===== config.mk =====
export PLATFORM = sky130hd
export DESIGN_NAME = tap_port
export DESIGN_NICKNAME = d
export VERILOG_FILES = /design/src/logic/tap_pkg.sv /design/src/logic/bsr_if.sv /design/src/logic/bsr_chain.sv /design/src/logic/tap_port.sv
export SDC_FILE = /design/constraint.sdc
export NUM_CORES = 1
export LEC_CHECK = 0
export BUFFER_PORTS_ARGS = -buffer_cell sky130_fd_sc_hd__buf_2
export CORE_UTILIZATION = 30
export CTS_BUF_LIST = sky130_fd_sc_hd__clkbuf_8
export CTS_CLUSTER_DIAMETER = 100
export CTS_CLUSTER_SIZE = 16
export DETAILED_ROUTE_END_ITERATION = 6
export SLEW_MARGIN = 40
export SYNTH_ARGS = -nofsm -noshare
export SYNTH_HDL_FRONTEND = slang
export SYNTH_SLANG_ARGS = --single-unit

===== constraint.sdc =====
create_clock -name clk_sys_i -period 3.1 [get_ports clk_sys_i]
set_input_delay 0.155 -clock clk_sys_i [delete_from_list [all_inputs] [get_ports clk_sys_i]]
set_output_delay 0.155 -clock clk_sys_i [all_outputs]
set_load 0.005 [all_outputs]

===== src/logic/tap_pkg.sv =====
// Shared constants and types for the boundary-scan test port.
package tap_pkg;

    localparam int IR_LEN = 3;
    localparam int ID_LEN = 32;
    localparam int BSR_LEN_DEF = 109;
    localparam int OE_CELL = 108;

    // Instruction codes, fixed for this port.
    localparam logic [2:0] OP_EXTEST = 3'h0;
    localparam logic [2:0] OP_IDCODE = 3'h1;
    localparam logic [2:0] OP_SAMPLE_Z = 3'h2;
    localparam logic [2:0] OP_RSVD_A = 3'h3;
    localparam logic [2:0] OP_SAMPLE = 3'h4;
    localparam logic [2:0] OP_RSVD_B = 3'h5;
    localparam logic [2:0] OP_RSVD_C = 3'h6;
    localparam logic [2:0] OP_BYPASS = 3'h7;

    localparam logic [1:0] IR_CAPTURE_PAT = 2'h1;
    localparam logic [2:0] RESET_ONES = 3'h5;

    // Identification value; the value is arbitrary.
    localparam logic [31:0] ID_VALUE_DEF = 32'h0000_0001;

    typedef enum logic [3:0] {
        ST_RESET = 4'h0,
        ST_IDLE = 4'h1,
        ST_SEL_DR = 4'h2,
        ST_CAP_DR = 4'h3,
        ST_SHIFT_DR = 4'h4,
        ST_EXIT1_DR = 4'h5,
        ST_PAUSE_DR = 4'h6,
        ST_EXIT2_DR = 4'h7,
        ST_UPD_DR = 4'h8,
        ST_SEL_IR = 4'h9,
        ST_CAP_IR = 4'hA,
        ST_SHIFT_IR = 4'hB,
        ST_EXIT1_IR = 4'hC,
        ST_PAUSE_IR = 4'hD,
        ST_EXIT2_IR = 4'hE,
        ST_UPD_IR = 4'hF
    } tap_state_t;

endpackage


===== src/logic/bsr_if.sv =====
// Control and data path between the test-port controller and its boundary chain.
`timescale 1ns/1ps
`default_nettype none
interface bsr_if #(parameter int LEN = 109);
    logic capture;
    logic shift;
    logic update;
    logic preset;
    logic sin;
    logic sout;
    logic [LEN-1:0] drive;

    modport ctrl (output capture, output shift, output update, output preset, output sin,
                  input sout, input drive);
    modport chain (input capture, input shift, input update, input preset, input sin,
                   output sout, output drive);
endinterface
`default_nettype wire


===== src/logic/bsr_chain.sv =====
// Boundary scan chain: pin sampler, shift stage and update latches.
`timescale 1ns/1ps
`default_nettype none
module bsr_chain #(
    parameter int LEN = 109
) (
    input wire logic clk_sys_i,
    input wire logic nrst_i,
    input wire logic ce_i,
    input wire logic [LEN-1:0] pin_i,
    bsr_if.chain bus
);
    typedef struct packed {
        logic [LEN-1:0] s1;
        logic [LEN-1:0] s2;
        logic [LEN-1:0] sh;
        logic [LEN-1:0] upd;
    } chain_t;

    localparam logic [LEN-1:0] UPD_PRESET = LEN'(1) << tap_pkg::OE_CELL;

    chain_t c_q;
    chain_t c_d;

    always_comb
    begin
        c_d = c_q;
        // Pins live in the memory's clock domain, so they are synchronised first.
        c_d.s1 = pin_i;
        c_d.s2 = c_q.s1;
        if (bus.capture)
        begin
            c_d.sh = c_q.s2;
        end
        else if (bus.shift)
        begin
            c_d.sh = {bus.sin, c_q.sh[LEN-1:1]};
        end
        if (bus.preset)
        begin
            c_d.upd = UPD_PRESET;
        end
        else if (bus.update)
        begin
            c_d.upd = c_q.sh;
        end
    end

    always_ff @(posedge clk_sys_i or negedge nrst_i)
    begin
        if (!nrst_i)
        begin
            c_q <= {{(3*LEN){1'b0}}, UPD_PRESET};
        end
        else if (ce_i)
        begin
            c_q <= c_d;
        end
    end

    assign bus.sout = c_q.sh[0];
    assign bus.drive = c_q.upd;

    a_shift_msb_in: assert property (@(posedge clk_sys_i) disable iff (!nrst_i)
        (ce_i && bus.shift && !bus.capture) |=> (c_q.sh[LEN-1] == $past(bus.sin)))
        else $error("serial input did not enter the chain msb");

    a_oe_cell_preset: assert property (@(posedge clk_sys_i) disable iff (!nrst_i)
        (ce_i && bus.preset) |=> c_q.upd[tap_pkg::OE_CELL])
        else $error("output enable cell not preset high");
endmodule
`default_nettype wire


===== src/logic/tap_port.sv =====
// Boundary-scan test access port, sampled on the system clock.
`timescale 1ns/1ps
`default_nettype none
module tap_port #(
    parameter int BSR_LEN = tap_pkg::BSR_LEN_DEF,
    parameter logic [31:0] ID_VALUE = tap_pkg::ID_VALUE_DEF
) (
    input wire logic clk_sys_i,
    input wire logic nrst_i,
    input wire logic ce_i,
    input wire logic tck_i,
    input wire logic tms_i,
    input wire logic tdi_i,
    input wire logic [BSR_LEN-1:0] pin_i,
    output logic tdo_o,
    output logic tdo_oe_o,
    output logic q_bus_oe_o,
    output logic extest_o,
    output logic [BSR_LEN-1:0] pin_drive_o
);
    typedef struct packed {
        logic [2:0] tck_s;
        logic [1:0] tms_s;
        logic [1:0] tdi_s;
        tap_pkg::tap_state_t st;
        logic [2:0] ir_sh;
        logic [2:0] ir;
        logic byp;
        logic [31:0] id_sh;
        logic tdo;
        logic tdo_oe;
        logic q_oe;
        logic extest;
        logic [2:0] ones;
    } port_t;

    port_t s_q;
    port_t s_d;
    tap_pkg::tap_state_t nxt;
    logic rise_ev;
    logic fall_ev;
    logic tms;
    logic tdi;
    logic sel_bsr;
    logic sel_id;

    bsr_if #(.LEN(BSR_LEN)) bif ();

    bsr_chain #(.LEN(BSR_LEN)) u_chain (
        .clk_sys_i(clk_sys_i),
        .nrst_i(nrst_i),
        .ce_i(ce_i),
        .pin_i(pin_i),
        .bus(bif.chain)
    );

    assign rise_ev = ce_i && s_q.tck_s[1] && !s_q.tck_s[2];
    assign fall_ev = ce_i && !s_q.tck_s[1] && s_q.tck_s[2];
    assign tms = s_q.tms_s[1];
    assign tdi = s_q.tdi_s[1];

    // Reserved codes fall through to bypass so the chain never breaks.
    assign sel_id = (s_q.ir == tap_pkg::OP_IDCODE);
    assign sel_bsr = (s_q.ir == tap_pkg::OP_EXTEST) || (s_q.ir == tap_pkg::OP_SAMPLE)
                     || (s_q.ir == tap_pkg::OP_SAMPLE_Z);

    always_comb
    begin
        nxt = s_q.st;
        case (s_q.st)
            tap_pkg::ST_RESET: nxt = tms ? tap_pkg::ST_RESET : tap_pkg::ST_IDLE;
            tap_pkg::ST_IDLE: nxt = tms ? tap_pkg::ST_SEL_DR : tap_pkg::ST_IDLE;
            tap_pkg::ST_SEL_DR: nxt = tms ? tap_pkg::ST_SEL_IR : tap_pkg::ST_CAP_DR;
            tap_pkg::ST_CAP_DR: nxt = tms ? tap_pkg::ST_EXIT1_DR : tap_pkg::ST_SHIFT_DR;
            tap_pkg::ST_SHIFT_DR: nxt = tms ? tap_pkg::ST_EXIT1_DR : tap_pkg::ST_SHIFT_DR;
            tap_pkg::ST_EXIT1_DR: nxt = tms ? tap_pkg::ST_UPD_DR : tap_pkg::ST_PAUSE_DR;
            tap_pkg::ST_PAUSE_DR: nxt = tms ? tap_pkg::ST_EXIT2_DR : tap_pkg::ST_PAUSE_DR;
            tap_pkg::ST_EXIT2_DR: nxt = tms ? tap_pkg::ST_UPD_DR : tap_pkg::ST_SHIFT_DR;
            tap_pkg::ST_UPD_DR: nxt = tms ? tap_pkg::ST_SEL_DR : tap_pkg::ST_IDLE;
            tap_pkg::ST_SEL_IR: nxt = tms ? tap_pkg::ST_RESET : tap_pkg::ST_CAP_IR;
            tap_pkg::ST_CAP_IR: nxt = tms ? tap_pkg::ST_EXIT1_IR : tap_pkg::ST_SHIFT_IR;
            tap_pkg::ST_SHIFT_IR: nxt = tms ? tap_pkg::ST_EXIT1_IR : tap_pkg::ST_SHIFT_IR;
            tap_pkg::ST_EXIT1_IR: nxt = tms ? tap_pkg::ST_UPD_IR : tap_pkg::ST_PAUSE_IR;
            tap_pkg::ST_PAUSE_IR: nxt = tms ? tap_pkg::ST_EXIT2_IR : tap_pkg::ST_PAUSE_IR;
            tap_pkg::ST_EXIT2_IR: nxt = tms ? tap_pkg::ST_UPD_IR : tap_pkg::ST_SHIFT_IR;
            tap_pkg::ST_UPD_IR: nxt = tms ? tap_pkg::ST_SEL_DR : tap_pkg::ST_IDLE;
            default: nxt = tap_pkg::ST_RESET;
        endcase
    end

    // Capture, shift and update act on the same rise that the controller sees; preset holds on every enabled clock in reset.
    assign bif.capture = rise_ev && sel_bsr && (s_q.st == tap_pkg::ST_CAP_DR);
    assign bif.shift = rise_ev && sel_bsr && (s_q.st == tap_pkg::ST_SHIFT_DR);
    assign bif.update = rise_ev && sel_bsr && (s_q.st == tap_pkg::ST_UPD_DR);
    assign bif.preset = ce_i && (s_q.st == tap_pkg::ST_RESET);
    assign bif.sin = tdi;

    always_comb
    begin
        s_d = s_q;
        // Only the second stage of the mode and data synchronisers is read; the clock edge uses its second and third.
        s_d.tck_s = {s_q.tck_s[1:0], tck_i};
        s_d.tms_s = {s_q.tms_s[0], tms_i};
        s_d.tdi_s = {s_q.tdi_s[0], tdi_i};
        if (rise_ev)
        begin
            s_d.st = nxt;
            s_d.ones = !tms ? 3'h0 : (s_q.ones == tap_pkg::RESET_ONES) ? s_q.ones
                       : s_q.ones + 3'h1;
            case (s_q.st)
                tap_pkg::ST_CAP_IR: s_d.ir_sh = {1'b0, tap_pkg::IR_CAPTURE_PAT};
                tap_pkg::ST_SHIFT_IR: s_d.ir_sh = {tdi, s_q.ir_sh[2:1]};
                tap_pkg::ST_UPD_IR: s_d.ir = s_q.ir_sh;
                tap_pkg::ST_CAP_DR:
                begin
                    s_d.byp = 1'b0;
                    if (sel_id)
                    begin
                        s_d.id_sh = ID_VALUE;
                    end
                end
                tap_pkg::ST_SHIFT_DR:
                begin
                    if (sel_id)
                    begin
                        s_d.id_sh = {tdi, s_q.id_sh[31:1]};
                    end
                    else if (!sel_bsr)
                    begin
                        s_d.byp = tdi;
                    end
                end
                default: s_d.ir = s_q.ir;
            endcase
            if (nxt == tap_pkg::ST_RESET)
            begin
                s_d.ir = tap_pkg::OP_IDCODE;
            end
        end
        if (fall_ev)
        begin
            if (s_q.st == tap_pkg::ST_SHIFT_IR)
            begin
                s_d.tdo = s_q.ir_sh[0];
            end
            else if (sel_id)
            begin
                s_d.tdo = s_q.id_sh[0];
            end
            else if (sel_bsr)
            begin
                s_d.tdo = bif.sout;
            end
            else
            begin
                s_d.tdo = s_q.byp;
            end
            s_d.tdo_oe = (s_q.st == tap_pkg::ST_SHIFT_IR)
                         || (s_q.st == tap_pkg::ST_SHIFT_DR);
        end
        // The output bus follows the instruction, and cell 108 under external test; the memory path itself is untouched.
        s_d.extest = (s_q.ir == tap_pkg::OP_EXTEST);
        if (s_q.ir == tap_pkg::OP_SAMPLE_Z)
        begin
            s_d.q_oe = 1'b0;
        end
        else if (s_q.ir == tap_pkg::OP_EXTEST)
        begin
            s_d.q_oe = bif.drive[tap_pkg::OE_CELL];
        end
        else
        begin
            s_d.q_oe = 1'b1;
        end
    end

    // Mode select and serial input reset high, as an undriven pad would read.
    always_ff @(posedge clk_sys_i or negedge nrst_i)
    begin
        if (!nrst_i)
        begin
            s_q.tck_s <= 3'h0;
            s_q.tms_s <= 2'h3;
            s_q.tdi_s <= 2'h3;
            s_q.st <= tap_pkg::ST_RESET;
            s_q.ir_sh <= 3'h0;
            s_q.ir <= tap_pkg::OP_IDCODE;
            s_q.byp <= 1'b0;
            s_q.id_sh <= 32'h0000_0000;
            s_q.tdo <= 1'b0;
            s_q.tdo_oe <= 1'b0;
            s_q.q_oe <= 1'b1;
            s_q.extest <= 1'b0;
            s_q.ones <= 3'h0;
        end
        else if (ce_i)
        begin
            s_q <= s_d;
        end
    end

    assign tdo_o = s_q.tdo;
    assign tdo_oe_o = s_q.tdo_oe;
    assign q_bus_oe_o = s_q.q_oe;
    assign extest_o = s_q.extest;
    assign pin_drive_o = bif.drive;

    a_tdo_on_fall: assert property (@(posedge clk_sys_i) disable iff (!nrst_i)
        ($changed(tdo_o) || $changed(tdo_oe_o)) |-> $past(fall_ev))
        else $error("serial output changed away from a falling test clock");

    a_oe_in_shift: assert property (@(posedge clk_sys_i) disable iff (!nrst_i)
        $rose(tdo_oe_o) |-> ($past(s_q.st) == tap_pkg::ST_SHIFT_IR
                             || $past(s_q.st) == tap_pkg::ST_SHIFT_DR))
        else $error("serial output enabled outside a shift state");

    a_five_ones_reset: assert property (@(posedge clk_sys_i) disable iff (!nrst_i)
        (s_q.ones == tap_pkg::RESET_ONES) |-> (s_q.st == tap_pkg::ST_RESET))
        else $error("five high mode selects did not reach reset");

    a_reset_idcode: assert property (@(posedge clk_sys_i) disable iff (!nrst_i)
        (s_q.st == tap_pkg::ST_RESET) |-> (s_q.ir == tap_pkg::OP_IDCODE))
        else $error("instruction not identification read in reset state");

    a_capture_ir_pat: assert property (@(posedge clk_sys_i) disable iff (!nrst_i)
        (rise_ev && s_q.st == tap_pkg::ST_CAP_IR) |=> (s_q.ir_sh[1:0] == 2'h1))
        else $error("instruction capture pattern wrong");

    a_bypass_zero: assert property (@(posedge clk_sys_i) disable iff (!nrst_i)
        (rise_ev && s_q.st == tap_pkg::ST_CAP_DR) |=> !s_q.byp)
        else $error("bypass not cleared on capture");

    a_id_capture: assert property (@(posedge clk_sys_i) disable iff (!nrst_i)
        (rise_ev && sel_id && s_q.st == tap_pkg::ST_CAP_DR)
        |=> (s_q.id_sh == ID_VALUE))
        else $error("identification value not captured");

    a_ir_at_update: assert property (@(posedge clk_sys_i) disable iff (!nrst_i)
        $changed(s_q.ir) |-> ($past(s_q.st) == tap_pkg::ST_UPD_IR
                              || s_q.st == tap_pkg::ST_RESET))
        else $error("instruction changed outside update");

    a_sample_z_float: assert property (@(posedge clk_sys_i) disable iff (!nrst_i)
        (ce_i && s_q.ir == tap_pkg::OP_SAMPLE_Z) |=> !q_bus_oe_o)
        else $error("output bus not floated under sample with float");

    a_extest_oe_cell: assert property (@(posedge clk_sys_i) disable iff (!nrst_i)
        (ce_i && s_q.ir == tap_pkg::OP_EXTEST)
        |=> (q_bus_oe_o == $past(bif.drive[tap_pkg::OE_CELL])))
        else $error("output bus enable does not follow cell 108");
endmodule
`default_nettype wire


==> impl_summary.log, run 1 <==
INFO  metric criticalPathCategory = reg -> reg
INFO  metric post_synth_num_cell_types = 48
INFO  metric ys_seq_area_frac = 0.596
INFO  metric finalCritPeriodShare = 0.726
INFO  metric core_area = 67500 sq um
INFO  metric synth_enable_flop_cells = 0
INFO  metric hold-path-cell-count = 3
INFO  metric num-nets-final = 2042
INFO  metric post_synth_mux_area_share = 0.177
INFO  metric gp_congestion = 0.785
INFO  metric maximum_number_of_pins_on_one_net_before_global_route_repair = 135
INFO  metric portBuffers = 227
INFO  metric outcome = completed
INFO  metric synthXorXnorAreaFrac = 0
INFO  metric detail_route.iter0.violations = 733
INFO  metric static-leakage-power = 10.2 nW
INFO  metric synth_area_per_cell = 11.9 sq um
INFO  metric number_of_warnings_reported_in_the_yosys_synthesis_log = 0
INFO  metric cts_root_buf = sky130_fd_sc_hd__clkbuf_8
INFO  metric clk_transition_reported_paths = 100 ps
INFO  metric synth_cells = 1732
INFO  metric final-hold-violation-count = 0
INFO  metric design.portCount = 228
INFO  metric setup_repair_after_global_routing_missed_its_margin = false
INFO  metric timing.final.setup_violations = 0
INFO  metric yosys.area_share.simple = 0.0764
INFO  metric r2r_worst_path_depth = 4
INFO  metric fillerInstances = 6701
INFO  metric post_route_setup_tns = 0 ps
INFO  metric initial_core_util = 0.305
INFO  metric first_global_vias = 13700
INFO  metric wl_final = 46100 microns
INFO  metric grt_overflow = 0
INFO  metric power.ir.vdd_worst = 0.355 mV
INFO  metric syn_to_final_growth = 15.2%
INFO  metric place_hpwl = 29500 microns
INFO  metric h-tree-depth = 2
INFO  metric power_frac_clock = 0.267
INFO  metric detail_route.first_pass.iterations = 5
INFO  metric critical_path_end_type = flop
INFO  metric grt_first_pass_wirelength = 75700 microns
INFO  metric drt_drc_violations_left = 0
INFO  metric area_fraction_in_compound_gates_after_synthesis = 0.0784
INFO  metric fmax = 0.444 GHz
INFO  metric synthesis.area = 20600 sq um
INFO  metric postSynthRegisterBits = 490
INFO  metric final_max_slew_viol_count = 0
INFO  metric synth-adder-area-share = 0.000486
INFO  metric worstSkewPairLatency = 630 ps
INFO  metric number_of_buffers_created_by_cts = 37
INFO  metric cts_max_path_buffers = 3
INFO  metric clock-skew-final = 27.1 ps
INFO  metric p_int = 8.94 mW
INFO  metric vias_per_cell = 4.62
INFO  metric reg2reg_slack = 850 ps
INFO  metric grt_usage = 0.134
INFO  metric die_footprint = 69700 sq um
INFO  metric period_needed = 2250 ps
INFO  metric crit-reg2reg-capture = u_chain.c_q[164]
INFO  metric arrival_time_of_the_worst_setup_path = 2740 ps
INFO  metric rows = 95
INFO  metric final_antenna_net_count = 0
INFO  metric antenna_found_initial = 8
INFO  metric max-slew-margin-rel = 0.491
INFO  metric power.combinational.fraction = 0.150
INFO  metric dominant_combinational_cell_family_by_area_after_synthesis = multiplexers
INFO  metric launching_point_of_the_worst_reg2reg_path = s_q[46]
INFO  metric hold_path.class = in -> reg
INFO  metric startpoint_type = flop
INFO  metric ys_dominant_reg_cell = sky130_fd_sc_hd__dfrtp_1
INFO  metric max_cap_viol_count = 0
INFO  metric crit_fanout = 92
INFO  metric numClockSinks = 490
INFO  metric post_cts_buffers = 0
INFO  metric switchingPower = 3.47 mW
INFO  metric final_util = 0.352
INFO  metric mean_routed_wirelength_per_cell = 16.3 microns
INFO  metric die_h = 264 microns
INFO  metric power.share.switching = 0.279
INFO  metric layout_cells_sized_above_1 = 0.279
INFO  metric power.density_cell_area = 523 nW/um^2
INFO  metric hp-start = pin_i[45]
INFO  metric sequentialPowerShare = 0.583
INFO  metric min_delay_worst_endpoint = u_chain.c_d[263]
INFO  metric synth_nets = 1847
INFO  metric routed-via-count = 13000
INFO  metric synth-async-reset-ratio = 1.00
INFO  metric clock_tree_from_tritoncts = yes
INFO  metric worst_ep_required_time = 3590 ps
INFO  metric max_slew.worst_pin.slew = 764 ps
INFO  metric die_width = 264 microns
-- state kept, by name, indices dropped and copies added (netlist names), 4 cells and up --
signal / cells
u_chain.c_q: 217
s_q: 45
s_d: 4
u_chain.c_d: 109
u_chain.bus.drive: 109
-- per-stage QoR --
step	setup slack (ps)	total power [mW]	instance area (sq um)	cells	hold slack [ps]
after CTS	875	12.6	23700	2813	214
final	850	12.4	23700	2817	277
after global routing	699	13.1	23700	2817	238
after detailed placement	876	9.11	21800	2635	84.6
after global placement	970	9.02	21800	2634	284
after floorplan	1410	8.43	20600	1732	-141
-- kinds of logic (layout without fill, tap and decap cells) --
group,after synthesis,count (layout)
buf+inv,231,439
fa+ha+maj,1,1
compound gates,288,288
mux,336,336
flops,490,490
simple gates,386,386
other cells,0,4
-- critical path: stages (launching register included) --
cell                       delay (ps)
sky130_fd_sc_hd__dfrtp_1          760
sky130_fd_sc_hd__and4bb_4         360
sky130_fd_sc_hd__buf_12           500
sky130_fd_sc_hd__mux2i_1          270
sky130_fd_sc_hd__o21ai_0          100
-- what timing repair did --
action                                  4_1_cts  5_1_grt
endpoints found under the setup margin        0        0
gates resized for setup                       0        0
hold endpoints to repair                    456        0
hold buffers                                126        0
-- worst max-delay path by stage --
| stage | startpoint | endpoint |
|---|---|---|
| floorplan | s_q[40] | u_chain.bus.drive[15] |
| global placement | s_q[46] | u_chain.c_q[189] |
| detailed placement | s_q[46] | u_chain.c_q[164] |
| CTS | s_q[46] | u_chain.c_q[110] |
| global route | s_q[46] | u_chain.c_q[153] |
| finish | s_q[46] | u_chain.c_q[164] |
-- per-layer routing --
layer,GRT usage,part of all wire,up-vias
met5,0,0.0012,-
met4,0.0391,0.022,8
met1,0.174,0.45,6570
met2,0.228,0.49,213
li1,-,-,6155
met3,0.0232,0.036,71
-- synth_stat cells (2+ instances only) --
| master | number | area [sq um] |
|---|---|---|
| sky130_fd_sc_hd__nand3b_1 | 3 | 22.5 |
| sky130_fd_sc_hd__mux2i_1 | 110 | 1100 |
| sky130_fd_sc_hd__dfstp_2 | 7 | 184 |
| sky130_fd_sc_hd__inv_1 | 7 | 26.3 |
| sky130_fd_sc_hd__nand2_1 | 339 | 1270 |
| sky130_fd_sc_hd__and3b_1 | 3 | 26.3 |
| sky130_fd_sc_hd__clkbuf_1 | 33 | 124 |
| sky130_fd_sc_hd__a21oi_1 | 119 | 596 |
| sky130_fd_sc_hd__dfrtp_1 | 483 | 12100 |
| sky130_fd_sc_hd__nand4_1 | 4 | 25.0 |
| sky130_fd_sc_hd__a31oi_1 | 3 | 18.8 |
| sky130_fd_sc_hd__nand3_1 | 5 | 25.0 |
| sky130_fd_sc_hd__o21ai_1 | 20 | 100 |
| sky130_fd_sc_hd__buf_2 | 56 | 280 |
| sky130_fd_sc_hd__nor2_1 | 9 | 33.8 |
| sky130_fd_sc_hd__a22o_1 | 31 | 272 |
| sky130_fd_sc_hd__nor3_1 | 2 | 10.0 |
| sky130_fd_sc_hd__o21ai_0 | 102 | 510 |
| sky130_fd_sc_hd__nor2b_1 | 5 | 31.3 |
| sky130_fd_sc_hd__buf_4 | 123 | 923 |
| sky130_fd_sc_hd__buf_6 | 11 | 124 |
| sky130_fd_sc_hd__nand2b_1 | 4 | 25.0 |
| sky130_fd_sc_hd__mux2_2 | 226 | 2540 |
| sky130_fd_sc_hd__and3_1 | 2 | 12.5 |
| sky130_fd_sc_hd__o2bb2ai_1 | 2 | 17.5 |
-- placed cells by master, fill, tap and decap left out, types with 4 or more instances in the layout --
cell type | Yosys | layout
sky130_fd_sc_hd__mux2i_1 | 110 | 110
sky130_fd_sc_hd__buf_2 | 56 | 225
sky130_fd_sc_hd__nand3_1 | 5 | 5
sky130_fd_sc_hd__a21oi_1 | 119 | 119
sky130_fd_sc_hd__inv_1 | 7 | 14
sky130_fd_sc_hd__nand4_1 | 4 | 4
sky130_fd_sc_hd__diode_2 | 0 | 4
sky130_fd_sc_hd__a22o_1 | 31 | 31
sky130_fd_sc_hd__mux2_2 | 226 | 226
sky130_fd_sc_hd__dfstp_2 | 7 | 7
sky130_fd_sc_hd__o21ai_1 | 20 | 20
sky130_fd_sc_hd__clkbuf_8 | 0 | 41
sky130_fd_sc_hd__buf_4 | 123 | 10
sky130_fd_sc_hd__nor2b_1 | 5 | 5
sky130_fd_sc_hd__dlygate4sd3_1 | 0 | 125
sky130_fd_sc_hd__buf_12 | 0 | 17
sky130_fd_sc_hd__nor2_1 | 9 | 9
sky130_fd_sc_hd__nand2b_1 | 4 | 4
sky130_fd_sc_hd__dfrtp_1 | 483 | 483
sky130_fd_sc_hd__nand2_1 | 339 | 339
sky130_fd_sc_hd__o21ai_0 | 102 | 102
-- area by class of cell --
cell class              instances  area [sq um]  area share
flip-flops and latches        490         12300       0.517
diodes                          4          10.0    0.000422
inverters                       7          26.3     0.00111
clock inverters                11          55.1     0.00232
multi-input cells            1011          6870       0.289
well taps                     873          1090      0.0460
clock buffers                  41           564      0.0238
repair buffers                380          2850       0.120
-- power by group through the flow --
stage | Combinational (mW) | Sequential [mW] | Clock [mW]
after floorplan | 1.27 | 7.17 | 0
after global placement | 1.69 | 7.33 | 0
after detailed placement | 1.75 | 7.36 | 0
after CTS | 1.90 | 7.23 | 3.50
after global routing | 2.06 | 7.31 | 3.73
final | 1.86 | 7.23 | 3.31
No activity file was read; power rests on OpenSTA's default activity.
==> run 2, diff against run 1 <==
- ABC_AREA: unset -> 1
- clock period: 3.1 -> 2.1 ns (I/O delays scaled with it)
==> run 2 against run 1 <==
  * Clock power up 42%
  * Clock skew up 16 ps
  * Combinational power is 140% higher
  * First-iteration DRC count up 23%
  * Non-clock buffer count rose by 12
  * Critical path type unchanged
  * Critical endpoint is now u_chain.c_q[139]
  * Largest power group unchanged
  * Highest routed layer is now met4
==> impl_summary.log, run 2 <==
INFO  metric final_design_area_no_fill = 23600 sq um (-0.46%)
INFO  metric placed_cells = 3141 (+19%)
INFO  metric hold-path-cell-count = 4 (+1)
INFO  metric layout.cells.most_common_list = 481 x sky130_fd_sc_hd__dfrtp_1, 382 x sky130_fd_sc_hd__o21ai_0, 352 x sky130_fd_sc_hd__nand2_1
INFO  metric layout_cells_sized_above_1 = 0.139 (-0.140)
INFO  metric clock_tree_from_tritoncts = yes
INFO  metric synth_area_per_cell = 9.08 sq um (-24%)
INFO  metric reg2reg_slack = 190 ps (-660 ps)
INFO  metric met3_length = 1990 microns (+21%)
INFO  metric mean_routed_wirelength_per_cell = 15.1 microns (-7.7%)
INFO  metric cts_max_path_buffers = 3 (unchanged)
INFO  metric criticalPathCategory = reg -> reg
INFO  metric post_layout_instance_count_excluding_filler_cells = 3310 (+18%)
INFO  metric critical_path_end_type = flop
INFO  metric clk_transition_reported_paths = 110 ps (about the same)
INFO  metric dr_wl_met2 = 22300 microns (-1.1%)
INFO  metric regMostFlops = u_chain.c_q
INFO  metric finalCritPeriodShare = 0.911 (+0.185)
INFO  metric max_slew.worst_pin.slew = 721 ps (-43.0 ps)
INFO  metric synth_nets = 2361 (+28%)
INFO  metric initial_core_util = 0.303 (-0.00186)
INFO  metric whs = 206 ps (-71.1 ps)
INFO  metric synth_cells = 2246 (+30%)
INFO  metric post_route_setup_tns = 0 ps (unchanged)
INFO  metric numClockSinks = 490 (unchanged)
INFO  metric maximum_number_of_pins_on_one_net_before_global_route_repair = 226 (+67%)
INFO  metric antenna_found_initial = 2 (-6)
INFO  metric ys_dominant_reg_cell = sky130_fd_sc_hd__dfrtp_1
INFO  metric num-nets-final = 2540 (+24%)
INFO  metric synth.most_common_cell = sky130_fd_sc_hd__dfrtp_1
INFO  metric vias_per_cell = 4.51 (-2.3%)
INFO  metric rows = 95 (unchanged)
INFO  metric power.density_cell_area = 901 nW/um^2 (+72%)
INFO  metric timing.final.setup_violations = 0 (unchanged)
INFO  metric grt_usage = 0.144 (+0.0102)
INFO  metric hp-start = pin_i[1]
INFO  metric yosysTopAreaCell = sky130_fd_sc_hd__dfrtp_1
INFO  metric core_area = 67300 sq um (-0.35%)
INFO  metric final_antenna_net_count = 0 (unchanged)
INFO  metric max_cap_viol_count = 0 (unchanged)
INFO  metric period_needed = 1910 ps (-337 ps)
INFO  metric final-hold-violation-count = 0 (unchanged)
INFO  metric grt_overflow = 0 (unchanged)
INFO  metric seq_area = 12300 sq um (about the same)
INFO  metric crit-reg2reg-capture = u_chain.c_q[139]
INFO  metric post_synth_num_cell_types = 27 (-44%)
INFO  metric min_delay_worst_endpoint = u_chain.c_d[219]
INFO  metric place_hpwl = 32200 microns (+9.1%)
INFO  metric yosys-top-cells-count = 483 x sky130_fd_sc_hd__dfrtp_1, 382 x sky130_fd_sc_hd__o21ai_0, 353 x sky130_fd_sc_hd__nand2_1
INFO  metric drt_drc_violations_left = 0 (unchanged)
INFO  metric first_global_vias = 14800 (+7.8%)
INFO  metric max-slew-margin-rel = 0.520 (+0.0287)
INFO  metric postSynthRegisterBits = 490 (unchanged)
INFO  metric h-tree-depth = 2 (unchanged)
INFO  metric outcome = completed
INFO  metric final_max_slew_viol_count = 0 (unchanged)
INFO  metric yosys-top-cells-area = sky130_fd_sc_hd__dfrtp_1 59%, sky130_fd_sc_hd__o21ai_0 9.4%, sky130_fd_sc_hd__nand2_1 6.5%
INFO  metric crit_fanout = 41 (-55%)
INFO  metric setup_repair_after_global_routing_missed_its_margin = false
INFO  metric wl_final = 49900 microns (+8.4%)
INFO  metric static-leakage-power = 11.7 nW (+14%)
INFO  metric synthesis.area = 20400 sq um (-0.96%)
INFO  metric fmax = 0.523 GHz (+18%)
INFO  metric hold_path.class = in -> reg
INFO  metric die_width = 263 microns (-0.48%)
INFO  metric gp_congestion = 0.757 (-3.6%)
INFO  metric clock-skew-final = 43.5 ps (+16.5 ps)
INFO  metric launching_point_of_the_worst_reg2reg_path = s_q[49]
INFO  metric post-place-ws = 144 ps (-733 ps)
INFO  metric number_of_warnings_reported_in_the_yosys_synthesis_log = 0 (unchanged)
INFO  metric synth_enable_flop_cells = 0 (unchanged)
INFO  metric worst_slack = 186 ps (-663 ps)
INFO  metric ys_seq_area_frac = 0.602 (+0.00577)
INFO  metric detail_route.iter0.violations = 903 (+23%)
INFO  metric die_footprint = 69000 sq um (-0.95%)
INFO  metric cts_root_buf = sky130_fd_sc_hd__clkbuf_8
INFO  metric syn_to_final_growth = 15.8%
INFO  metric multiInputGateArea = 5810 sq um (-15%)
INFO  metric final_common_cell = sky130_fd_sc_hd__dfrtp_1
INFO  metric m1WireLength = 24200 microns (+17%)
INFO  metric worstSkewPairLatency = 640 ps (about the same)
INFO  metric portBuffers = 227 (unchanged)
INFO  metric largest_register_ffs = 217 (unchanged)
INFO  metric arrival_time_of_the_worst_setup_path = 2400 ps (-340 ps)
INFO  metric post_dp_cell_area = 21800 sq um (about the same)
INFO  metric power.ir.vdd_worst = 0.413 mV (+16%)
INFO  metric routed-via-count = 14900 (+15%)
INFO  metric design.portCount = 228 (unchanged)
INFO  metric detail_route.first_pass.iterations = 5 (unchanged)
INFO  metric startpoint_type = flop
INFO  metric maxUsedRoutingLayer = met4
INFO  metric number_of_buffers_created_by_cts = 36 (-2.7%)
INFO  metric fillerInstances = 6872 (+2.6%)
INFO  metric grt_first_pass_wirelength = 81100 microns (+7.1%)
INFO  metric worst_ep_required_time = 2590 ps (-1000 ps)
INFO  metric synth-async-reset-ratio = 1.00 (unchanged)
INFO  metric r2r_worst_path_depth = 7 (+3)
INFO  metric yosys.area.top_type_share = 0.593 (+0.00569)
INFO  metric die_h = 263 microns (-0.48%)
==> run 2: where the power goes <==
group	switching [mW]	total [mW]	leakage (nW)	internal [mW]
Combinational	2.79	4.48	5.29	1.69
Sequential	0.946	12.1	6.09	11.2
Clock	3.10	4.71	0.318	1.61
==> run 2: stage by stage <==
step | power, mW | util
2_1_floorplan | 15.0 | -
3_3_place_gp | 16.5 | 0.324
3_5_place_dp | 16.6 | 0.324
4_1_cts | 21.6 | 0.350
5_1_grt | 22.7 | 0.351
6_report | 21.3 | 0.351
==> run 2: worst max-delay path, cell delays in order (launching register included) <==
cell,delay [ps]
sky130_fd_sc_hd__dfrtp_1,490
sky130_fd_sc_hd__nor2_2,210
sky130_fd_sc_hd__nand2_2,150
sky130_fd_sc_hd__nor2_4,250
sky130_fd_sc_hd__inv_4,160
sky130_fd_sc_hd__buf_12,220
sky130_fd_sc_hd__nor2_1,130
sky130_fd_sc_hd__o22ai_1,90
==> run 2: layer usage <==
metal	GRT usage	vias up
met2	0.225	237
met4	0.0467	0
met3	0.0245	80
met5	0	-
li1	-	7485
met1	0.203	7138
==> run 2: final cells by class <==
cell class,count,share of cell area
inverter,239,0.0383
multi-input combinational,1266,0.246
sequential,490,0.519
timing repair buffer,392,0.126
tap,873,0.0462
antenna,1,0.000106
clock buffer,36,0.0210
clock inverter,13,0.00291
==> run 2: cell families after synthesis <==
| kind of cell | count (synthesis) | share of synthesized area |
|---|---|---|
| AND/OR/NAND/NOR | 664 | 0.128 |
| AO/OA/AOI/OAI | 602 | 0.155 |
| flip-flops | 490 | 0.602 |
| buffers and inverters | 490 | 0.116 |
==> run 2: worst max-delay path by stage <==
stage / cells past startpoint / slack (ps) / end / from
after global routing: 7 / 10 / u_chain.c_q[154] / s_q[49]
after detailed placement: 8 / 140 / u_chain.c_q[139] / s_q[41]
after CTS: 7 / 100 / u_chain.c_q[146] / s_q[49]
final: 7 / 190 / u_chain.c_q[139] / s_q[49]
after floorplan: 8 / 360 / u_chain.bus.drive[72] / s_q[41]
after global placement: 12 / 160 / s_q[42] / s_q[46]
==> run 2: repair_timing <==
item,4_1_cts,5_1_grt
resized for setup,0,6
buffers inserted,0,0
hold endpoints to repair,623,0
setup endpoints to repair,0,102
hold buffers,118,0
==> run 3, diff against run 2 <==
- ABC_AREA: 1 -> 0
==> run 3 against run 2 <==
  * Utilization grew 0.17 points
  * Combinational power is 35% lower
  * First-iteration DRC count is 25% lower
  * Cell area is 0.84% higher
  * Count of clock-buffer cells in the layout up 5
  * Sequential cell count is the same
  * Maximum frequency shrank 2.1%
  * Clock skew fell by 12 ps
  * Non-clock buffer count is 8 lower
  * Global-route usage decreased by 1.1 points
  * Worst hold slack got worse by 93 ps
  * Power down 12%
  * Largest power group unchanged
==> impl_summary.log, run 3 (synthesized netlist as in run 1, its figures left out) <==
INFO  metric outcome = completed
INFO  metric max-slew-margin-rel = 0.548 (+0.0289)
INFO  metric place_hpwl = 30000 microns (-6.8%)
INFO  metric crit_fanout = 47 (+15%)
INFO  metric switchingPower = 5.16 mW (-24%)
INFO  metric hold_path.class = in -> async
INFO  metric post-place-ws = -18.0 ps (-161 ps)
INFO  metric worst_slack = 146 ps (-40.6 ps)
INFO  metric grt_first_pass_wirelength = 75200 microns (-7.3%)
INFO  metric core_area = 67500 sq um (+0.35%)
INFO  metric multiInputGateArea = 6870 sq um (+18%)
INFO  metric initial_core_util = 0.305 (+0.00186)
INFO  metric layout.cells.most_common_list = 483 x sky130_fd_sc_hd__dfrtp_1, 339 x sky130_fd_sc_hd__nand2_1, 226 x sky130_fd_sc_hd__mux2_2
INFO  metric final_util = 0.353 (+0.00171)
INFO  metric layout_cells_sized_above_1 = 0.288 (+0.148)
INFO  metric final_max_slew_viol_count = 0 (unchanged)
INFO  metric post_cts_buffers = 0 (unchanged)
INFO  metric power.density_cell_area = 784 nW/um^2 (-13%)
INFO  metric max_slew.worst_pin.slew = 677 ps (-43.4 ps)
INFO  metric worstSkewPairLatency = 620 ps (-20 ps)
INFO  metric worst_ep_required_time = 2580 ps (about the same)
INFO  metric rows = 95 (unchanged)
INFO  metric clock-skew-final = 31.6 ps (-11.9 ps)
INFO  metric timing.final.setup_violations = 0 (unchanged)
INFO  metric first_global_vias = 13600 (-8.2%)
INFO  metric power.share.switching = 0.276 (-0.0448)
INFO  metric die_footprint = 69700 sq um (+0.96%)
INFO  metric numClockSinks = 490 (unchanged)
INFO  metric clk_transition_reported_paths = 100 ps (about the same)
INFO  metric final_common_cell = sky130_fd_sc_hd__dfrtp_1
INFO  metric detail_route.first_pass.iterations = 4 (-1)
INFO  metric startpoint_type = flop
INFO  metric num-nets-final = 2047 (-19%)
INFO  metric portBuffers = 227 (unchanged)
INFO  metric final_antenna_net_count = 0 (unchanged)
INFO  metric h-tree-depth = 2 (unchanged)
INFO  metric arrival_time_of_the_worst_setup_path = 2430 ps (+30 ps)
INFO  metric design.portCount = 228 (unchanged)
INFO  metric fillerInstances = 6648 (-3.3%)
INFO  metric clock_tree_from_tritoncts = yes
INFO  metric largest_register_ffs = 217 (unchanged)
INFO  metric setup_repair_after_global_routing_missed_its_margin = false
INFO  metric detail_route.iter0.violations = 678 (-25%)
INFO  metric static-leakage-power = 10.3 nW (-12%)
INFO  metric power.combinational.fraction = 0.156 (-0.055)
INFO  metric final-hold-violation-count = 0 (unchanged)
INFO  metric cts_max_path_buffers = 3 (unchanged)
INFO  metric antenna_found_initial = 8 (+6)
INFO  metric fmax = 0.512 GHz (-2.1%)
INFO  metric max_cap_viol_count = 0 (unchanged)
INFO  metric fin_total_pwr = 18.7 mW (-12%)
INFO  metric number_of_buffers_created_by_cts = 38 (+5.6%)
INFO  metric finalCritPeriodShare = 0.931 (+0.0193)
INFO  metric seq_area = 12300 sq um (about the same)
INFO  metric grt_usage = 0.133 (-0.0112)
INFO  metric p_int = 13.5 mW (-6.5%)
INFO  metric post_layout_instance_count_excluding_filler_cells = 2823 (-15%)
INFO  metric drt_drc_violations_left = 0 (unchanged)
INFO  metric holdBufCountCts = 114 (-3.4%)
INFO  metric regMostFlops = u_chain.c_q
INFO  metric die_h = 264 microns (+0.48%)
INFO  metric wl_final = 45900 microns (-8.1%)
INFO  metric cts_root_buf = sky130_fd_sc_hd__clkbuf_8
INFO  metric syn_to_final_growth = 15.7%
INFO  metric power.ir.vdd_worst = 0.508 mV (+23%)
INFO  metric critical_path_end_type = flop
INFO  metric vias_per_cell = 4.62 (+2.4%)
INFO  metric sequentialPowerShare = 0.567 (about the same)
INFO  metric maximum_number_of_pins_on_one_net_before_global_route_repair = 123 (-46%)
INFO  metric mean_routed_wirelength_per_cell = 16.3 microns (+7.8%)
INFO  metric gp_congestion = 0.785 (+3.6%)
INFO  metric cts_resized = 0 (unchanged)
INFO  metric die_width = 264 microns (+0.48%)
INFO  metric period_needed = 1950 ps (+40.6 ps)
INFO  metric criticalPathCategory = reg -> reg
INFO  metric power_frac_clock = 0.277 (+0.056)
INFO  metric grt_overflow = 0 (unchanged)
INFO  metric routed-via-count = 13100 (-13%)
INFO  metric placed_cells = 2651 (-16%)
INFO  metric post_route_setup_tns = 0 ps (unchanged)
==> run 3: cell count changes in the layout (fill, tap and decap cells not counted), moves of 5 or more <==
cell and delta:
sky130_fd_sc_hd__a21oi_1 +61, sky130_fd_sc_hd__nand3_1 -63, sky130_fd_sc_hd__o21ai_1 -27, sky130_fd_sc_hd__o22ai_1 -107, sky130_fd_sc_hd__o21ai_0 -280, sky130_fd_sc_hd__clkbuf_8 +5
sky130_fd_sc_hd__nand2_1 -13, sky130_fd_sc_hd__inv_1 -229, sky130_fd_sc_hd__mux2_2 +226, sky130_fd_sc_hd__a22o_1 +31, sky130_fd_sc_hd__mux2i_1 +110, sky130_fd_sc_hd__nor2b_1 +5
sky130_fd_sc_hd__nor2_1 -220
==> run 3: per-layer routing <==
metal	routed length, microns	global-route usage	up-vias
met5	39	0	-
met4	1440	0.0508	6
met3	1560	0.0204	90
met2	22200	0.220	225
met1	20700	0.175	6554
li1	-	-	6178
==> run 3: final cells by class <==
class | instances | area share
timing repair buffer | 384 | 0.121
multi-input combinational | 1011 | 0.288
sequential | 490 | 0.515
inverter | 7 | 0.00110
clock inverter | 14 | 0.00520
tap | 873 | 0.0458
clock buffer | 41 | 0.0237
antenna | 3 | 0.000315
==> run 3: per-stage QoR <==
step | hold slack [ps] | instance area (sq um)
2_1_floorplan | -191 | 20600
3_3_place_gp | 161 | 22000
3_5_place_dp | 157 | 22000
4_1_cts | 54.9 | 23800
5_1_grt | 90.7 | 23800
6_report | 114 | 23800
==> run 3: critical path, stage by stage, from the launching register on <==
cell                      delay, ps
sky130_fd_sc_hd__dfrtp_1        420
sky130_fd_sc_hd__and3b_1        510
sky130_fd_sc_hd__nand4_1        260
sky130_fd_sc_hd__buf_4          370
sky130_fd_sc_hd__nand2_1        150
sky130_fd_sc_hd__a21oi_1         80
==> run 3: worst paths after layout <==
check                           from               endpoint  slack, ps  cells after the start
hold / removal                nrst_i       u_chain.c_q[128]        110                      2
hold reg to reg             tdo_oe_o               tdo_oe_o        470                      2
min in group clk_sys_i     pin_i[58]       u_chain.c_d[276]        250                      3
setup / recovery             s_q[56]  u_chain.bus.drive[42]        150                      5
setup reg to reg             s_q[56]  u_chain.bus.drive[42]        150                      5
max in group asynchronous     nrst_i             q_bus_oe_o       1210                      3
==> run 3: power by group through the flow <==
stage / sequential [mW] / clock (mW) / combinational, mW
finish: 10.6 / 5.17 / 2.92
global route: 10.7 / 5.75 / 3.23
CTS: 10.6 / 5.47 / 2.97
detailed placement: 10.8 / 0 / 2.80
global placement: 10.7 / 0 / 2.73
floorplan: 10.6 / 0 / 1.87
